--- config.mk ---
export PLATFORM = sky130hd
export DESIGN_NAME = twb_ctrl
export DESIGN_NICKNAME = d
export VERILOG_FILES = /design/src/twb_pkg.sv /design/src/twb_ctrl.sv /design/src/twb_rate_gen.sv
export SDC_FILE = /design/constraint.sdc
export NUM_CORES = 1
export LEC_CHECK = 0
export ABC_AREA = 0
export ABC_CLOCK_PERIOD_IN_PS = 3000
export BUFFER_PORTS_ARGS = -buffer_cell sky130_fd_sc_hd__buf_2
export CAP_MARGIN = 20
export CORE_MARGIN = 3
export CORE_UTILIZATION = 55
export DETAILED_ROUTE_END_ITERATION = 8
export GPL_ROUTABILITY_DRIVEN = 0
export PLACE_DENSITY = 0.73
export SLEW_MARGIN = 20
export SYNTH_ARGS = -nofsm -noshare
export SYNTH_HDL_FRONTEND = slang
export SYNTH_HIERARCHICAL = 1
export SYNTH_SLANG_ARGS = --single-unit
--- constraint.sdc ---
create_clock -name clk -period 3 [get_ports clk]
set_input_delay 0.3 -clock clk [delete_from_list [all_inputs] [get_ports clk]]
set_output_delay 0.3 -clock clk [all_outputs]
set_load 0.005 [all_outputs]
--- src/twb_pkg.sv ---
package twb_pkg;
	// register offsets
	localparam logic [5:0] OFS_RATE = 6'h00;
	localparam logic [5:0] OFS_STAT = 6'h01;
	localparam logic [5:0] OFS_ADDR = 6'h02;
	localparam logic [5:0] OFS_DATA = 6'h03;
	localparam logic [5:0] OFS_CTRL = 6'h36;
	// bus_control field positions
	localparam int BIT_DONE = 7;
	localparam int BIT_ACKEN = 6;
	localparam int BIT_STA = 5;
	localparam int BIT_STO = 4;
	localparam int BIT_WC = 3;
	localparam int BIT_EN = 2;
	localparam int BIT_IE = 0;
	// values after reset
	localparam logic [7:0] RST_RATE = 8'h00;
	localparam logic [7:0] RST_STAT = 8'hf8;
	localparam logic [7:0] RST_ADDR = 8'h7f;
	localparam logic [7:0] RST_DATA = 8'hff;
	// half an SCL period is this plus divider times prescale factor
	localparam logic [15:0] HALF_BASE = 16'h0008;
	localparam logic [3:0] ACK_SLOT = 4'h8;
	// status codes
	localparam logic [7:0] ST_BUSERR = 8'h00;
	localparam logic [7:0] ST_START = 8'h08;
	localparam logic [7:0] ST_RSTART = 8'h10;
	localparam logic [7:0] ST_SLAW_ACK = 8'h18;
	localparam logic [7:0] ST_SLAW_NACK = 8'h20;
	localparam logic [7:0] ST_MT_ACK = 8'h28;
	localparam logic [7:0] ST_MT_NACK = 8'h30;
	localparam logic [7:0] ST_ARB_LOST = 8'h38;
	localparam logic [7:0] ST_SLAR_ACK = 8'h40;
	localparam logic [7:0] ST_SLAR_NACK = 8'h48;
	localparam logic [7:0] ST_MR_ACK = 8'h50;
	localparam logic [7:0] ST_MR_NACK = 8'h58;
	localparam logic [7:0] ST_SR_SLA = 8'h60;
	localparam logic [7:0] ST_SR_GC = 8'h70;
	localparam logic [7:0] ST_SR_ACK = 8'h80;
	localparam logic [7:0] ST_SR_NACK = 8'h88;
	localparam logic [7:0] ST_GC_ACK = 8'h90;
	localparam logic [7:0] ST_GC_NACK = 8'h98;
	localparam logic [7:0] ST_ST_SLA = 8'ha8;
	localparam logic [7:0] ST_ST_ACK = 8'hb8;
	localparam logic [7:0] ST_ST_NACK = 8'hc0;
	typedef enum logic [1:0] {S_IDLE, S_COND, S_BIT, S_WAIT} twb_state_t;
endpackage : twb_pkg

--- src/twb_ctrl.sv ---
module twb_ctrl
	import twb_pkg::*;
(
	input wire logic clk,
	input wire logic reset_n,
	input wire logic [5:0] io_addr,
	input wire logic io_wr,
	input wire logic io_rd,
	input wire logic [7:0] io_wdata,
	output logic [7:0] io_rdata,
	input wire logic global_irq_en,
	output logic irq,
	input wire logic scl_in,
	output logic scl_out,
	output logic scl_oe,
	input wire logic sda_in,
	output logic sda_out,
	output logic sda_oe
);
	logic rst_meta_reg, rst_n;
	logic [7:0] rate_reg, addr_reg, data_reg, status_reg, rdata_reg, end_code;
	logic [1:0] ps_reg, phase_reg;
	logic done_reg, acken_reg, sta_reg, sto_reg, wc_reg, en_reg, ie_reg, go_reg;
	logic done_evt_reg, sto_clr_reg, busy_reg, scl_q_reg, sda_q_reg;
	logic scl_oe_reg, sda_oe_reg, cond_stop_reg, master_reg, tx_reg, addr_ph_reg;
	logic rw_reg, gc_reg, addressed_reg, acked_reg, ackbit_reg, lost_reg;
	logic [3:0] cnt_reg;
	twb_state_t state_reg;
	logic wr_ctrl, wr_data, launch, half_tick, scl_rise, scl_fall;
	logic start_det, stop_det, shift_en, own_hit, gc_hit;

	////////////////////////////////////////////////////////////////////////////////
	// reset release through two flops
	always_ff @(posedge clk or negedge reset_n) begin
		if (!reset_n) begin
			rst_meta_reg <= 1'b0;
			rst_n <= 1'b0;
		end else begin
			rst_meta_reg <= 1'b1;
			rst_n <= rst_meta_reg;
		end
	end

	// decode and line events
	assign wr_ctrl = io_wr && io_addr == OFS_CTRL;
	assign wr_data = io_wr && io_addr == OFS_DATA;
	assign launch = wr_ctrl && io_wdata[BIT_DONE] && done_reg;
	assign scl_rise = scl_in && !scl_q_reg;
	assign scl_fall = !scl_in && scl_q_reg;
	assign start_det = scl_in && scl_q_reg && sda_q_reg && !sda_in;
	assign stop_det = scl_in && scl_q_reg && !sda_q_reg && sda_in;
	assign shift_en = en_reg && state_reg == S_BIT && scl_rise && cnt_reg != ACK_SLOT;
	// own address and general call comparator
	assign own_hit = data_reg[7:1] == addr_reg[7:1];
	assign gc_hit = data_reg[7:1] == 7'h00 && addr_reg[0];
	assign scl_out = 1'b0;
	assign sda_out = 1'b0;
	assign scl_oe = scl_oe_reg;
	assign sda_oe = sda_oe_reg;
	assign io_rdata = rdata_reg;
	assign irq = done_reg && ie_reg && global_irq_en;

	twb_rate_gen u_rate (
		.clk(clk),
		.rst_n(rst_n),
		.run(en_reg && (state_reg == S_COND || (state_reg == S_BIT && master_reg))),
		.divider(rate_reg),
		.prescale(ps_reg),
		.half_tick(half_tick)
	);

	////////////////////////////////////////////////////////////////////////////////
	// bus_control bits
	always_ff @(posedge clk or negedge rst_n) begin
		if (!rst_n) begin
			done_reg <= 1'b0;
			acken_reg <= 1'b0;
			sta_reg <= 1'b0;
			sto_reg <= 1'b0;
			en_reg <= 1'b0;
			ie_reg <= 1'b0;
			wc_reg <= 1'b0;
			go_reg <= 1'b0;
		end else begin
			// hardware set wins over a software clear
			if (done_evt_reg)
				done_reg <= 1'b1;
			else if (wr_ctrl && io_wdata[BIT_DONE])
				done_reg <= 1'b0;
			// clearing the flag launches the engine
			go_reg <= launch;
			if (wr_ctrl) begin
				acken_reg <= io_wdata[BIT_ACKEN];
				sta_reg <= io_wdata[BIT_STA];
				en_reg <= io_wdata[BIT_EN];
				ie_reg <= io_wdata[BIT_IE];
			end
			// stop bit cleared once the stop is done
			if (wr_ctrl)
				sto_reg <= io_wdata[BIT_STO];
			else if (sto_clr_reg)
				sto_reg <= 1'b0;
			// collision on write while flag low
			if (wr_data)
				wc_reg <= !done_reg;
		end
	end

	// rate, prescale and own address
	always_ff @(posedge clk or negedge rst_n) begin
		if (!rst_n) begin
			rate_reg <= RST_RATE;
			ps_reg <= RST_STAT[1:0];
			addr_reg <= RST_ADDR;
		end else if (io_wr) begin
			if (io_addr == OFS_RATE)
				rate_reg <= io_wdata;
			if (io_addr == OFS_STAT)
				ps_reg <= io_wdata[1:0];
			if (io_addr == OFS_ADDR)
				addr_reg <= io_wdata;
		end
	end

	// data byte doubles as the shifter
	always_ff @(posedge clk or negedge rst_n) begin
		if (!rst_n)
			data_reg <= RST_DATA;
		else if (wr_data && done_reg)
			data_reg <= io_wdata;
		else if (shift_en)
			data_reg <= {data_reg[6:0], sda_in};
	end

	always_ff @(posedge clk or negedge rst_n) begin
		if (!rst_n) begin
			rdata_reg <= 8'h00;
		end else if (io_rd) begin
			case (io_addr)
				OFS_RATE: rdata_reg <= rate_reg;
				OFS_STAT: rdata_reg <= {done_reg ? status_reg[7:3] : RST_STAT[7:3], 1'b0, ps_reg};
				OFS_ADDR: rdata_reg <= addr_reg;
				OFS_DATA: rdata_reg <= data_reg;
				OFS_CTRL: rdata_reg <= {done_reg, acken_reg, sta_reg, sto_reg, wc_reg, en_reg,
					1'b0, ie_reg};
				default: rdata_reg <= 8'h00;
			endcase
		end
	end

	// line history and bus busy
	always_ff @(posedge clk or negedge rst_n) begin
		if (!rst_n) begin
			scl_q_reg <= 1'b1;
			sda_q_reg <= 1'b1;
			busy_reg <= 1'b0;
		end else begin
			scl_q_reg <= scl_in;
			sda_q_reg <= sda_in;
			if (!en_reg || stop_det)
				busy_reg <= 1'b0;
			else if (start_det)
				busy_reg <= 1'b1;
		end
	end

	// status code at the end of a byte
	always_comb begin
		if (lost_reg && !addressed_reg)
			end_code = ST_ARB_LOST;
		else if (master_reg && addr_ph_reg)
			end_code = rw_reg ? (ackbit_reg ? ST_SLAR_NACK : ST_SLAR_ACK)
				: (ackbit_reg ? ST_SLAW_NACK : ST_SLAW_ACK);
		else if (master_reg)
			end_code = tx_reg ? (ackbit_reg ? ST_MT_NACK : ST_MT_ACK)
				: (acked_reg ? ST_MR_ACK : ST_MR_NACK);
		else if (addr_ph_reg)
			end_code = gc_reg ? ST_SR_GC : (rw_reg ? ST_ST_SLA : ST_SR_SLA);
		else if (tx_reg)
			end_code = ackbit_reg ? ST_ST_NACK : ST_ST_ACK;
		else if (gc_reg)
			end_code = acked_reg ? ST_GC_ACK : ST_GC_NACK;
		else
			end_code = acked_reg ? ST_SR_ACK : ST_SR_NACK;
	end

	////////////////////////////////////////////////////////////////////////////////
	// bus engine
	always_ff @(posedge clk or negedge rst_n) begin
		if (!rst_n) begin
			state_reg <= S_IDLE;
			status_reg <= RST_STAT;
			phase_reg <= 2'd0;
			cnt_reg <= 4'h0;
			{scl_oe_reg, sda_oe_reg, cond_stop_reg, master_reg, tx_reg} <= 5'h00;
			{addr_ph_reg, rw_reg, gc_reg, addressed_reg, acked_reg} <= 5'h00;
			{ackbit_reg, lost_reg, done_evt_reg, sto_clr_reg} <= 4'h0;
		end else begin
			done_evt_reg <= 1'b0;
			sto_clr_reg <= 1'b0;
			if (!en_reg) begin
				state_reg <= S_IDLE;
				scl_oe_reg <= 1'b0;
				sda_oe_reg <= 1'b0;
				master_reg <= 1'b0;
				addressed_reg <= 1'b0;
			end else begin
				case (state_reg)
					S_IDLE: begin
						if (start_det) begin
							state_reg <= S_BIT;
							cnt_reg <= 4'h0;
							{addr_ph_reg, tx_reg, lost_reg} <= 3'b100;
						// start once the bus is free
						end else if (sta_reg && !busy_reg && !done_reg) begin
							state_reg <= S_COND;
							cond_stop_reg <= 1'b0;
							phase_reg <= 2'd2;
						end
					end
					S_COND: begin
						// 0 set sda, 1 free scl, 2 move sda with scl high, 3 finish
						if (half_tick && !(phase_reg == 2'd2 && !scl_in)) begin
							phase_reg <= phase_reg + 2'd1;
							case (phase_reg)
								2'd0: sda_oe_reg <= cond_stop_reg;
								2'd1: scl_oe_reg <= 1'b0;
								2'd2: sda_oe_reg <= !cond_stop_reg;
								default: begin
									if (cond_stop_reg) begin
										state_reg <= S_IDLE;
										master_reg <= 1'b0;
										sto_clr_reg <= 1'b1;
									end else begin
										scl_oe_reg <= 1'b1;
										state_reg <= S_WAIT;
										done_evt_reg <= 1'b1;
										status_reg <= master_reg ? ST_RSTART : ST_START;
										master_reg <= 1'b1;
									end
								end
							endcase
						end
					end
					S_WAIT: begin
						if (go_reg) begin
							lost_reg <= 1'b0;
							if (sta_reg && (master_reg || !busy_reg)) begin
								state_reg <= S_COND;
								cond_stop_reg <= 1'b0;
								phase_reg <= 2'd0;
							end else if (sto_reg && master_reg) begin
								state_reg <= S_COND;
								cond_stop_reg <= 1'b1;
								phase_reg <= 2'd0;
							end else if (!sta_reg && !sto_reg && (master_reg || addressed_reg)) begin
								state_reg <= S_BIT;
								cnt_reg <= 4'h0;
								addr_ph_reg <= master_reg && (status_reg == ST_START
									|| status_reg == ST_RSTART);
								if (master_reg && (status_reg == ST_START
									|| status_reg == ST_RSTART || !rw_reg)) begin
									tx_reg <= 1'b1;
									sda_oe_reg <= !data_reg[7];
								end else begin
									tx_reg <= !master_reg && rw_reg;
									sda_oe_reg <= !master_reg && rw_reg && !data_reg[7];
								end
								if (!master_reg)
									scl_oe_reg <= 1'b0;
							end else begin
								// recover to unaddressed slave, no stop sent
								state_reg <= S_IDLE;
								scl_oe_reg <= 1'b0;
								sda_oe_reg <= 1'b0;
								addressed_reg <= 1'b0;
								sto_clr_reg <= sto_reg;
							end
						end
					end
					S_BIT: begin
						if ((start_det || stop_det) && cnt_reg != 4'h0) begin
							// misplaced condition is a bus error
							state_reg <= S_WAIT;
							status_reg <= ST_BUSERR;
							done_evt_reg <= 1'b1;
							{scl_oe_reg, sda_oe_reg, master_reg, addressed_reg} <= 4'h0;
						end else if (start_det) begin
							cnt_reg <= 4'h0;
							{addr_ph_reg, tx_reg, master_reg, sda_oe_reg} <= 4'b1000;
						end else if (stop_det) begin
							state_reg <= S_IDLE;
							{addressed_reg, master_reg, sda_oe_reg} <= 3'b000;
						end else begin
							// master clocks the bit, waits out a stretched low
							if (master_reg && half_tick) begin
								if (scl_oe_reg)
									scl_oe_reg <= 1'b0;
								else if (scl_in)
									scl_oe_reg <= 1'b1;
							end
							if (scl_rise) begin
								if (cnt_reg == ACK_SLOT)
									ackbit_reg <= sda_in;
								// lost arbitration, keep receiving as slave
								else if (tx_reg && master_reg && !sda_oe_reg && !sda_in) begin
									{lost_reg, master_reg, tx_reg} <= 3'b100;
								end
							end
							if (scl_fall) begin
								cnt_reg <= cnt_reg + 4'h1;
								if (cnt_reg == 4'h7) begin
									if (addr_ph_reg && master_reg) begin
										rw_reg <= data_reg[0];
										sda_oe_reg <= 1'b0;
									end else if (addr_ph_reg) begin
										// answer own address or general call
										if (acken_reg && (own_hit || gc_hit)) begin
											{sda_oe_reg, addressed_reg, acked_reg} <= 3'b111;
											gc_reg <= gc_hit;
											rw_reg <= data_reg[0];
										end else begin
											{sda_oe_reg, acked_reg} <= 2'b00;
											if (!lost_reg)
												state_reg <= S_IDLE;
										end
									end else if (tx_reg) begin
										sda_oe_reg <= 1'b0;
									end else begin
										sda_oe_reg <= acken_reg;
										acked_reg <= acken_reg;
									end
								end else if (cnt_reg == ACK_SLOT) begin
									state_reg <= S_WAIT;
									scl_oe_reg <= 1'b1;
									sda_oe_reg <= 1'b0;
									done_evt_reg <= 1'b1;
									status_reg <= end_code;
									if (!master_reg && tx_reg && ackbit_reg)
										addressed_reg <= 1'b0;
								end else begin
									sda_oe_reg <= tx_reg && !data_reg[7];
								end
							end
						end
					end
					default: state_reg <= S_IDLE;
				endcase
			end
		end
	end

	////////////////////////////////////////////////////////////////////////////////
	// checks
	a_scl_stretch: assert property (@(posedge clk) disable iff (!rst_n)
		(state_reg == S_WAIT && done_reg && (master_reg || addressed_reg)) |-> scl_oe_reg)
		else $error("scl released while job done flag set");
	a_flag_sticky: assert property (@(posedge clk) disable iff (!rst_n)
		(done_reg && !(wr_ctrl && io_wdata[BIT_DONE])) |=> done_reg)
		else $error("job done flag cleared without software");
	a_launch_next: assert property (@(posedge clk) disable iff (!rst_n)
		(launch && en_reg && state_reg == S_WAIT && !done_evt_reg) |-> ##2 state_reg != S_WAIT)
		else $error("launch did not leave wait");
	a_collision_set: assert property (@(posedge clk) disable iff (!rst_n)
		(wr_data && !done_reg) |=> (wc_reg && data_reg == ($past(shift_en)
		? {$past(data_reg[6:0]), $past(sda_in)} : $past(data_reg))))
		else $error("write collision missed");
	a_start_kept: assert property (@(posedge clk) disable iff (!rst_n)
		(sta_reg && !wr_ctrl) |=> sta_reg)
		else $error("start request cleared by hardware");
	a_enable_abort: assert property (@(posedge clk) disable iff (!rst_n)
		!en_reg |=> (state_reg == S_IDLE && !scl_oe_reg && !sda_oe_reg))
		else $error("disable did not abort");
	a_idle_status: assert property (@(posedge clk) disable iff (!rst_n)
		(io_rd && io_addr == OFS_STAT && !done_reg) |=> io_rdata[7:3] == RST_STAT[7:3])
		else $error("status not 0xf8 while flag clear");
	a_irq_level: assert property (@(posedge clk) disable iff (!rst_n)
		irq == (done_reg && ie_reg && global_irq_en))
		else $error("irq not raised with flag");
	a_stop_clear: assert property (@(posedge clk) disable iff (!rst_n)
		(state_reg == S_COND && cond_stop_reg && phase_reg == 2'd3 && half_tick && !wr_ctrl)
		|=> ##1 !sto_reg)
		else $error("stop request not cleared");
endmodule : twb_ctrl

--- src/twb_rate_gen.sv ---
module twb_rate_gen
	import twb_pkg::*;
(
	input wire logic clk,
	input wire logic rst_n,
	input wire logic run,
	input wire logic [7:0] divider,
	input wire logic [1:0] prescale,
	output logic half_tick
);
	logic [15:0] count_reg;

	// half period in clocks, prescale factor 1, 4, 16, 64
	function automatic logic [15:0] half_len(input logic [7:0] div, input logic [1:0] ps);
		half_len = HALF_BASE + ({8'h00, div} << {ps, 1'b0});
	endfunction : half_len

	// reload divider, one pulse per half period
	always_ff @(posedge clk or negedge rst_n) begin
		if (!rst_n) begin
			count_reg <= HALF_BASE;
			half_tick <= 1'b0;
		end else if (!run || count_reg <= 16'h0001) begin
			count_reg <= half_len(divider, prescale);
			half_tick <= run;
		end else begin
			count_reg <= count_reg - 16'h0001;
			half_tick <= 1'b0;
		end
	end
endmodule : twb_rate_gen

==> results of run 1 <==
-- stage by stage --
step | util | area [um2] | std cells
2_1_floorplan | - | 5732 | 593
3_3_place_gp | 0.5979 | 5952 | 737
3_5_place_dp | 0.5979 | 5952 | 737
4_1_cts | 0.6192 | 6163 | 754
5_1_grt | 0.6219 | 6191 | 755
6_report | 0.6219 | 6191 | 755
-- report_power, final --
part,internal (uW),switching [uW]
Clock,413,442
Sequential,1360,169
Combinational,313,410
-- routing by layer --
metal | track usage | share of wire
met1 | 0.3569 | 0.44
met2 | 0.4059 | 0.48
met3 | 0.04776 | 0.062
met4 | 0.07935 | 0.024
met5 | 0 | 0
-- cells in the final DEF, fill, tap and decap left out, types with 4 or more instances in the layout --
cell type and instances:
a31oi_1 8, mux2i_1 18, xnor2_1 16, buf_4 7, nand3_1 15, nor4_1 4, buf_2 31, nand2_1 49
nand3b_1 6, o21ai_0 33, clkbuf_8 10, dfrtp_1 67, dfstp_2 23, nor2_1 46, a211oi_1 6, a41oi_1 7
a222oi_1 6, ha_1 15, and4b_1 4, or3_1 4, nor2b_1 4, o22ai_1 8, nand2b_1 9, mux2_2 35
a21oi_1 34, inv_1 26, or4_1 4, nor3_1 18, nand4_1 10, xor2_1 12
-- kinds of logic after synthesis --
kind of cell / synth area share
adder cells (fa/ha/maj): 0.03277
AO/OA/AOI/OAI: 0.1719
AND/OR/NAND/NOR: 0.1920
flip-flops: 0.4026
buffers and inverters: 0.04456
other: 0.001311
multiplexers: 0.1121
XOR/XNOR: 0.04281
-- area by class of cell --
class / count / area (um2)
inverters: 26 / 97.59
clock buffers: 11 / 141.4
flip-flops and latches: 91 / 2310
multi-input cells: 449 / 3171
repair buffers: 40 / 245.2
clock inverters: 5 / 60.06
well taps: 133 / 166.4
fillers: 824 / 3764
-- timing repair --
action	4_1_cts	5_1_grt
hold buffers	1	0
hold endpoints to repair	2	0
resized for setup	0	0
-- worst max-delay path: stages, from the launching register on --
cell and delay (ns):
dfrtp_1 0.43, inv_1 0.09, ha_1 0.51, inv_1 0.20
or4_1 0.63, o211ai_2 0.17, mux2_2 0.39
-- path summary, 6_finish.rpt --
check	from	endpoint	slack [ns]	cells after the start
worst max register to register	state_reg[0]	status_reg[6]	0.53	6
min in group asynchronous	rst_n	en_reg	0.23	0
worst max-delay path	state_reg[0]	status_reg[6]	0.53	6
max in group asynchronous	rst_n	status_reg[4]	1.97	2
worst min register to register	rst_n	en_reg	0.23	0
worst min-delay path	scl_in	scl_q_reg	0.11	1
==> results.toml, run 1 <==
[run_status]
outcome = "finished clean"

[logic_synthesis]
syn_avg_cell_area_um2 = 9.676
yosysWarnings = 6
synth_commonest_cells = "68 x dfrtp_1, 49 x nand2_1, 46 x nor2_1"
synth_area_um2 = 5728
ys_seq_area_frac = 0.4026
synth_flop_cell = "dfrtp_1"
synth_top_area_cell = "dfrtp_1"
ys_top_cells_by_area = "dfrtp_1 30%, dfstp_2 11%, mux2_2 6.9%"
yosysMostFrequentCell = "dfrtp_1"
ys_ff_latch = 91
yosysTopAreaCellShare = 0.2971
synth_edf_count = 0
ys_types = 71
async_flop_share = 1.000
postSynthCellCount = 592

[route]
routedWlPerCell_um = 18.57
dr.first_iter.drc_count = 418
ant_nets = 0
firstDrtPassIters = 7
drc = 0
drt_wl_total_mm = 14.02
via_per_inst = 6.314
vias = 4767

[power_and_ir_drop]
finalPower_uw = 3105
ir_worst_vdd_v = 0.0003996
power_density_nw_per_um2 = 501.5
p_leak_uw = 0.002520

[clock_network]
cts_tree = "done"
clk_latency_ns = 0.37
clkSlewWorstSetupHoldPaths_ns = 0.09
cts_buffers = 9
cts_setup_buffers = 0
clock_tree.buffer_depth = 2
cts_root_buffer = "clkbuf_8"
clock_sinks = 91
cts_max_level = 3

[global_route]
grt-ovfl-total = 0
grt_max_degree = 82
grt_first_pass_wirelength_mm = 23.50
grt_use_total = 0.2556
antenna_found_initial = 0
grt_pass1_vias = 4507

[floorplanning]
dieWidth_um = 108.1
fp.dieH_um = 108.1
initial_utilization = 0.5754
ios = 34
die_area_um2 = 11670
core_um2 = 9955
core.rowCount = 36

[timing]
slew_headroom = 0.5359
fin_crit_sh = 0.8244
fin_setup_tns_ns = 0
slew_viol_final = 0
setup_viol = 0
hold_viol = 0
worst_slew_pin_slew_ns = 0.6865
setup_ws_ns = 0.5267
rsz0062_at_grt = "no"
max_freq_mhz = 404.3
hold-worst-slack_ns = 0.1094
period_minus_slack_ns = 2.473
fin_skew_ns = 0.009908

[place]
place_ws_ns = 0.5674
portBuffers = 31
place_hpwl_mm = 10.28

[setup_path]
required_ns = 3.31
crit_fanout = 17
end_kind = "flop"
setup.worst_path.start_class = "flop"
crit_type = "flop to flop"
cp.arrival_ns = 2.78

[final_layout]
drive_gt1_frac = 0.2186
diodes = 0
layout.nets = 653
largest_reg_flops = 16
area.growth.synth_to_final_pct = 8.082

[worst_hold_path]
hold_path_class = "primary input to flop"

[run]
drv_cap = 0
Note: power is estimated with default switching activity, not from simulation.
==> inputs of run 2 (changes only) <==
Settings changed: ABC_CLOCK_PERIOD_IN_PS 3000 to 2230, PLACE_DENSITY 0.73 to 0.76.
Clock period 3 ns to 2.23 ns, I/O delays scaled along.
==> run 2 against run 1 <==
- first-iteration DRC count is 35% higher
- combinational power is 51% higher
- final area is 5.6% higher
- clock skew is 0.0012 ns higher
- global-route usage is 0.60 points higher
- clock power is 33% higher
- total power is 38% higher
- sequential share of layout area is 2.0 points lower
- routed wire length is 5.6% higher
- flip-flop and latch count stayed put
- via count is 6.8% higher
- largest cell class unchanged
- highest routed layer unchanged
==> results.toml, run 2 (synthesized netlist as in run 1, its figures left out) <==
[floorplanning]
core_um2 = 9955
core.rowCount = 36
fp.dieH_um = 108.1
die_area_um2 = 11670
ios = 34
dieWidth_um = 108.1
initial_utilization = 0.5754

[final_layout]
multi_input_area_um2 = 3239
fill_cells = 801
final_common_cell = "dfrtp_1"
area.growth.synth_to_final_pct = 14.18
layout.nets = 690
final_cell_area_um2 = 6540
final-seq-area_um2 = 2310
drive_gt1_frac = 0.2807
largest_reg_flops = 16
diodes = 0
layout_common_cells = "67 x dfrtp_1, 49 x nand2_1, 46 x nor2_1, 43 x buf_4"

[timing]
setup_viol = 0
slew_viol_final = 0
slew_headroom = 0.5644
worst_slew_pin_slew_ns = 0.6534
fin_skew_ns = 0.01116
period_minus_slack_ns = 2.147
hold_viol = 0
hold-worst-slack_ns = 0.02568
rsz0062_at_grt = "no"
max_freq_mhz = 465.8
fin_crit_sh = 0.9626
fin_setup_tns_ns = 0

[route]
ant_nets = 0
via_per_inst = 6.428
vias = 5091
dr.first_iter.drc_count = 565
routedWlPerCell_um = 18.70
drc = 0
drt_wl_total_mm = 14.81
firstDrtPassIters = 5

[global_route]
grt_first_pass_wirelength_mm = 24.12
grt-ovfl-total = 0
grt_max_degree = 50
grt_use_total = 0.2616
grt_pass1_vias = 4939
antenna_found_initial = 0

[clock_network]
cts_buffers = 9
clkSlewWorstSetupHoldPaths_ns = 0.10
cts_tree = "done"
cts_max_level = 3
clock_tree.buffer_depth = 2
clk_latency_ns = 0.37
cts_root_buffer = "clkbuf_8"
clock_sinks = 91

[power_and_ir_drop]
p_leak_uw = 0.002715
power_density_nw_per_um2 = 652.9
ir_worst_vdd_v = 0.0003291

[place]
postPlaceCellArea_um2 = 6255
portBuffers = 31
place_hpwl_mm = 10.93

[worst_hold_path]
hold_path_class = "primary input to flop"

[setup_path]
crit_type = "flop to flop"
end_kind = "flop"
required_ns = 2.53
cp.arrival_ns = 2.45
crit_fanout = 5
setup.worst_path.start_class = "flop"

[run]
drv_cap = 0

[run_status]
outcome = "finished clean"
[run 2: changes by cell type in the layout (fill, tap and decap cells not counted), moves of 2 or more]
cell    change
inv_2       +2
inv_6       +2
buf_4      +36
ha_1        -2
inv_1       -2
buf_12      +2
[run 2: layout make-up]
class                      instances  share of cell area
multi-input combinational        449              0.4953
sequential                        91              0.3532
timing repair buffer              77             0.08073
tap                              133             0.02544
clock buffer                      10             0.02277
inverter                          26             0.01492
clock inverter                     6            0.007653
[run 2: metal layers]
metal  share of wire  wire length [um]  GRT usage  up-vias
met2            0.47              6986     0.4236      248
met4           0.037               550     0.1145        0
li1                -                 -          -     2319
met5               0                 0          0        -
met3           0.064               947    0.04478       50
met1            0.43              6325     0.3470     2474
[run 2: path summary, 6_finish.rpt]
path	startpoint	endpoint	slack, ns	cells after the start
min	sda_in	sda_q_reg	0.03	1
min reg2reg	rst_n	acked_reg	0.37	0
max in group asynchronous	rst_n	addr_reg[2]	1.12	1
max	cnt_reg[0]	status_reg[3]	0.08	6
max reg2reg	cnt_reg[0]	status_reg[3]	0.08	6
min in group asynchronous	reset_n	rst_n	0.16	2
[run 2: through the flow]
stage	std cells	setup WS (ns)	power [uW]	utilization
finish	792	0.08333	4270	0.6570
global route	792	0.02038	4483	0.6570
CTS	790	-0.01463	4251	0.6506
detailed placement	774	-0.04681	3109	0.6283
global placement	774	-0.02380	3064	0.6283
floorplan	593	0.004942	2764	-
[run 2: critical path: stages (launching register included)]
cell	delay, ns
dfrtp_1	0.40
inv_2	0.08
ha_4	0.14
or3b_4	0.37
or4_4	0.58
o211ai_4	0.14
mux2_2	0.37
[run 2: power breakdown]
group          total (uW)  internal, uW  switching [uW]
sequential           2040          1830             211
clock                1140           489             650
combinational        1090           485             608
total                4270          2800            1470
[run 2: timing repair]
item                                    CTS  global route
hold buffers                              1             0
hold endpoints to repair                  2             0
pin swaps                                 0             3
endpoints found under the setup margin    9            14
buffers inserted                          0             2
resized for setup                         4            12
gates cloned                              0             0
==> inputs of run 3 (changes only) <==
Settings changed: GPL_TIMING_DRIVEN from default to 0.
==> run 3 against run 2 <==
- count of clock-buffer cells in the layout is 3 higher
- sequential power is essentially flat
- clock power is essentially flat
- total power about the same
- via count shrank 1.5%
- first-iteration DRC count shrank 27%
- non-clock buffer count down 8
- global-route usage decreased by 0.44 points
- sequential share of layout area decreased by 0.29 points
- largest power group unchanged
==> results.toml, run 3 (synthesized netlist as in run 1, its figures left out) <==
[clock_network]
cts_max_level = 3
clk_latency_ns = 0.38
clock_sinks = 91
clock_tree.buffer_depth = 2
cts_buffers = 9
cts_tree = "done"
clkSlewWorstSetupHoldPaths_ns = 0.09
cts_root_buffer = "clkbuf_8"

[power_and_ir_drop]
power_density_nw_per_um2 = 647.8
ir_worst_vdd_v = 0.0005515
p_leak_uw = 0.002694

[timing]
setup_viol = 0
period_minus_slack_ns = 2.195
hold_viol = 0
fin_crit_sh = 0.9841
worst_slew_pin_slew_ns = 1.032
fin_skew_ns = 0.01256
slew_headroom = 0.3068
hold-worst-slack_ns = 0.02953
slew_viol_final = 0
setup_ws_ns = 0.03542
max_freq_mhz = 455.7

[final_layout]
multi_input_area_um2 = 3362
diodes = 0
final-seq-area_um2 = 2310
drive_gt1_frac = 0.2811
final_cell_area_um2 = 6595
layout_common_cells = "67 x dfrtp_1, 47 x nand2_1, 45 x nor2_1, 33 x mux2_2, 33 x buf_2"
fin_cells = 784
final_common_cell = "dfrtp_1"
fill_cells = 790
layout.nets = 682
area.growth.synth_to_final_pct = 15.14
largest_reg_flops = 16

[route]
dr.first_iter.drc_count = 415
drt_wl_total_mm = 14.73
ant_nets = 0
routedWlPerCell_um = 18.79
vias = 5013
via_per_inst = 6.394
drc = 0
firstDrtPassIters = 6

[setup_path]
crit_type = "flop to flop"
critical-path-slowest-cell = "dfstp_2"
crit_chain = "and4b_1 > clkbuf_1 > a211o_1 > nor2_1 > a311oi_2 > mux2_2"
required_ns = 2.49
cp_slowest_stage_delay_ns = 0.61
setup.worst_path.start_class = "flop"
crit_family = "flip-flops"
path_buf_inv = 1
crit_fanout = 9
end_kind = "flop"
cp.arrival_ns = 2.46

[place]
place_hpwl_mm = 10.60
placed_cells = 758
place_ws_ns = -0.2625
portBuffers = 31
postPlaceCellArea_um2 = 6085

[floorplanning]
core.rowCount = 36
fp.dieH_um = 108.1
die_area_um2 = 11670
initial_utilization = 0.5754
dieWidth_um = 108.1
ios = 34
core_um2 = 9955

[global_route]
grt_use_total = 0.2572
grt-ovfl-total = 0
grt_pass1_vias = 4719
antenna_found_initial = 0
grt_first_pass_wirelength_mm = 23.60
grt_max_degree = 54

[run_status]
outcome = "finished clean"

[run]
drv_cap = 0

[worst_hold_path]
hold_path_class = "primary input to flop"
[run 3: changes by cell type in the layout (fill, tap and decap cells not counted), sizes merged]
cell / previous run / this run
clkinv: 0 / 1
dlygate4sd3: 1 / 2
buf: 76 / 54
inv: 30 / 28
clkinvlp: 2 / 0
clkbuf: 10 / 26
[run 3: final timing paths]
check,slack (ns),from,cells past startpoint,to
max in group asynchronous,1.24,rst_n,1,u_rate/count_reg[3]
min in group asynchronous,0.14,reset_n,2,rst_n
worst min register to register,0.30,rst_n,0,rw_reg
worst max register to register,0.04,scl_q_reg,6,state_reg[1]
worst min-delay path,0.03,sda_in,1,sda_q_reg
worst max-delay path,0.04,scl_q_reg,6,state_reg[1]
[run 3: routing by layer]
metal,GRT usage,share of wire,vias up
li1,-,-,2313
met4,0.1064,0.033,0
met3,0.05254,0.079,46
met2,0.4179,0.47,242
met5,0,0,-
met1,0.3368,0.42,2412
[run 3: cell type report]
class	count	share of cell area
well taps	133	0.02523
flip-flops and latches	91	0.3502
inverters	26	0.01480
clock inverters	3	0.003984
multi-input cells	449	0.5098
plain buffers	24	0.02428
repair buffers	45	0.04439
clock buffers	13	0.02732
[run 3: per-stage QoR]
step	TNS (ns)	power [uW]	utilization
after floorplan	0	2764	-
after global placement	-4.338	3006	0.6082
after detailed placement	-6.073	3045	0.6112
after CTS	0	4231	0.6471
after global routing	-0.09978	4485	0.6625
final	0	4272	0.6625
[run 3: where the power goes]
group	internal (uW)	leakage (uW)	switching (uW)	total, uW
sequential	1830	0.00114	198	2030
combinational	476	0.00145	618	1090
clock	545	0.000107	606	1150
[run 3: worst reg2reg max path, delay by kind of cell (launching register included)]
kind,cells,cell delay (ns)
flip-flops,1,0.61
AO/OA/AOI/OAI,2,0.54
multiplexers,1,0.38
buffers and inverters,1,0.30
AND/OR/NAND/NOR,2,0.26
[run 3: timing repair]
| action | in CTS | in global routing |
|---|---|---|
| gates resized for setup | 19 | 35 |
| hold buffers | 2 | 0 |
| pin swaps | 2 | 12 |
| endpoints found under the hold margin | 3 | 0 |
| buffers inserted | 7 | 4 |
| endpoints found under the setup margin | 39 | 37 |
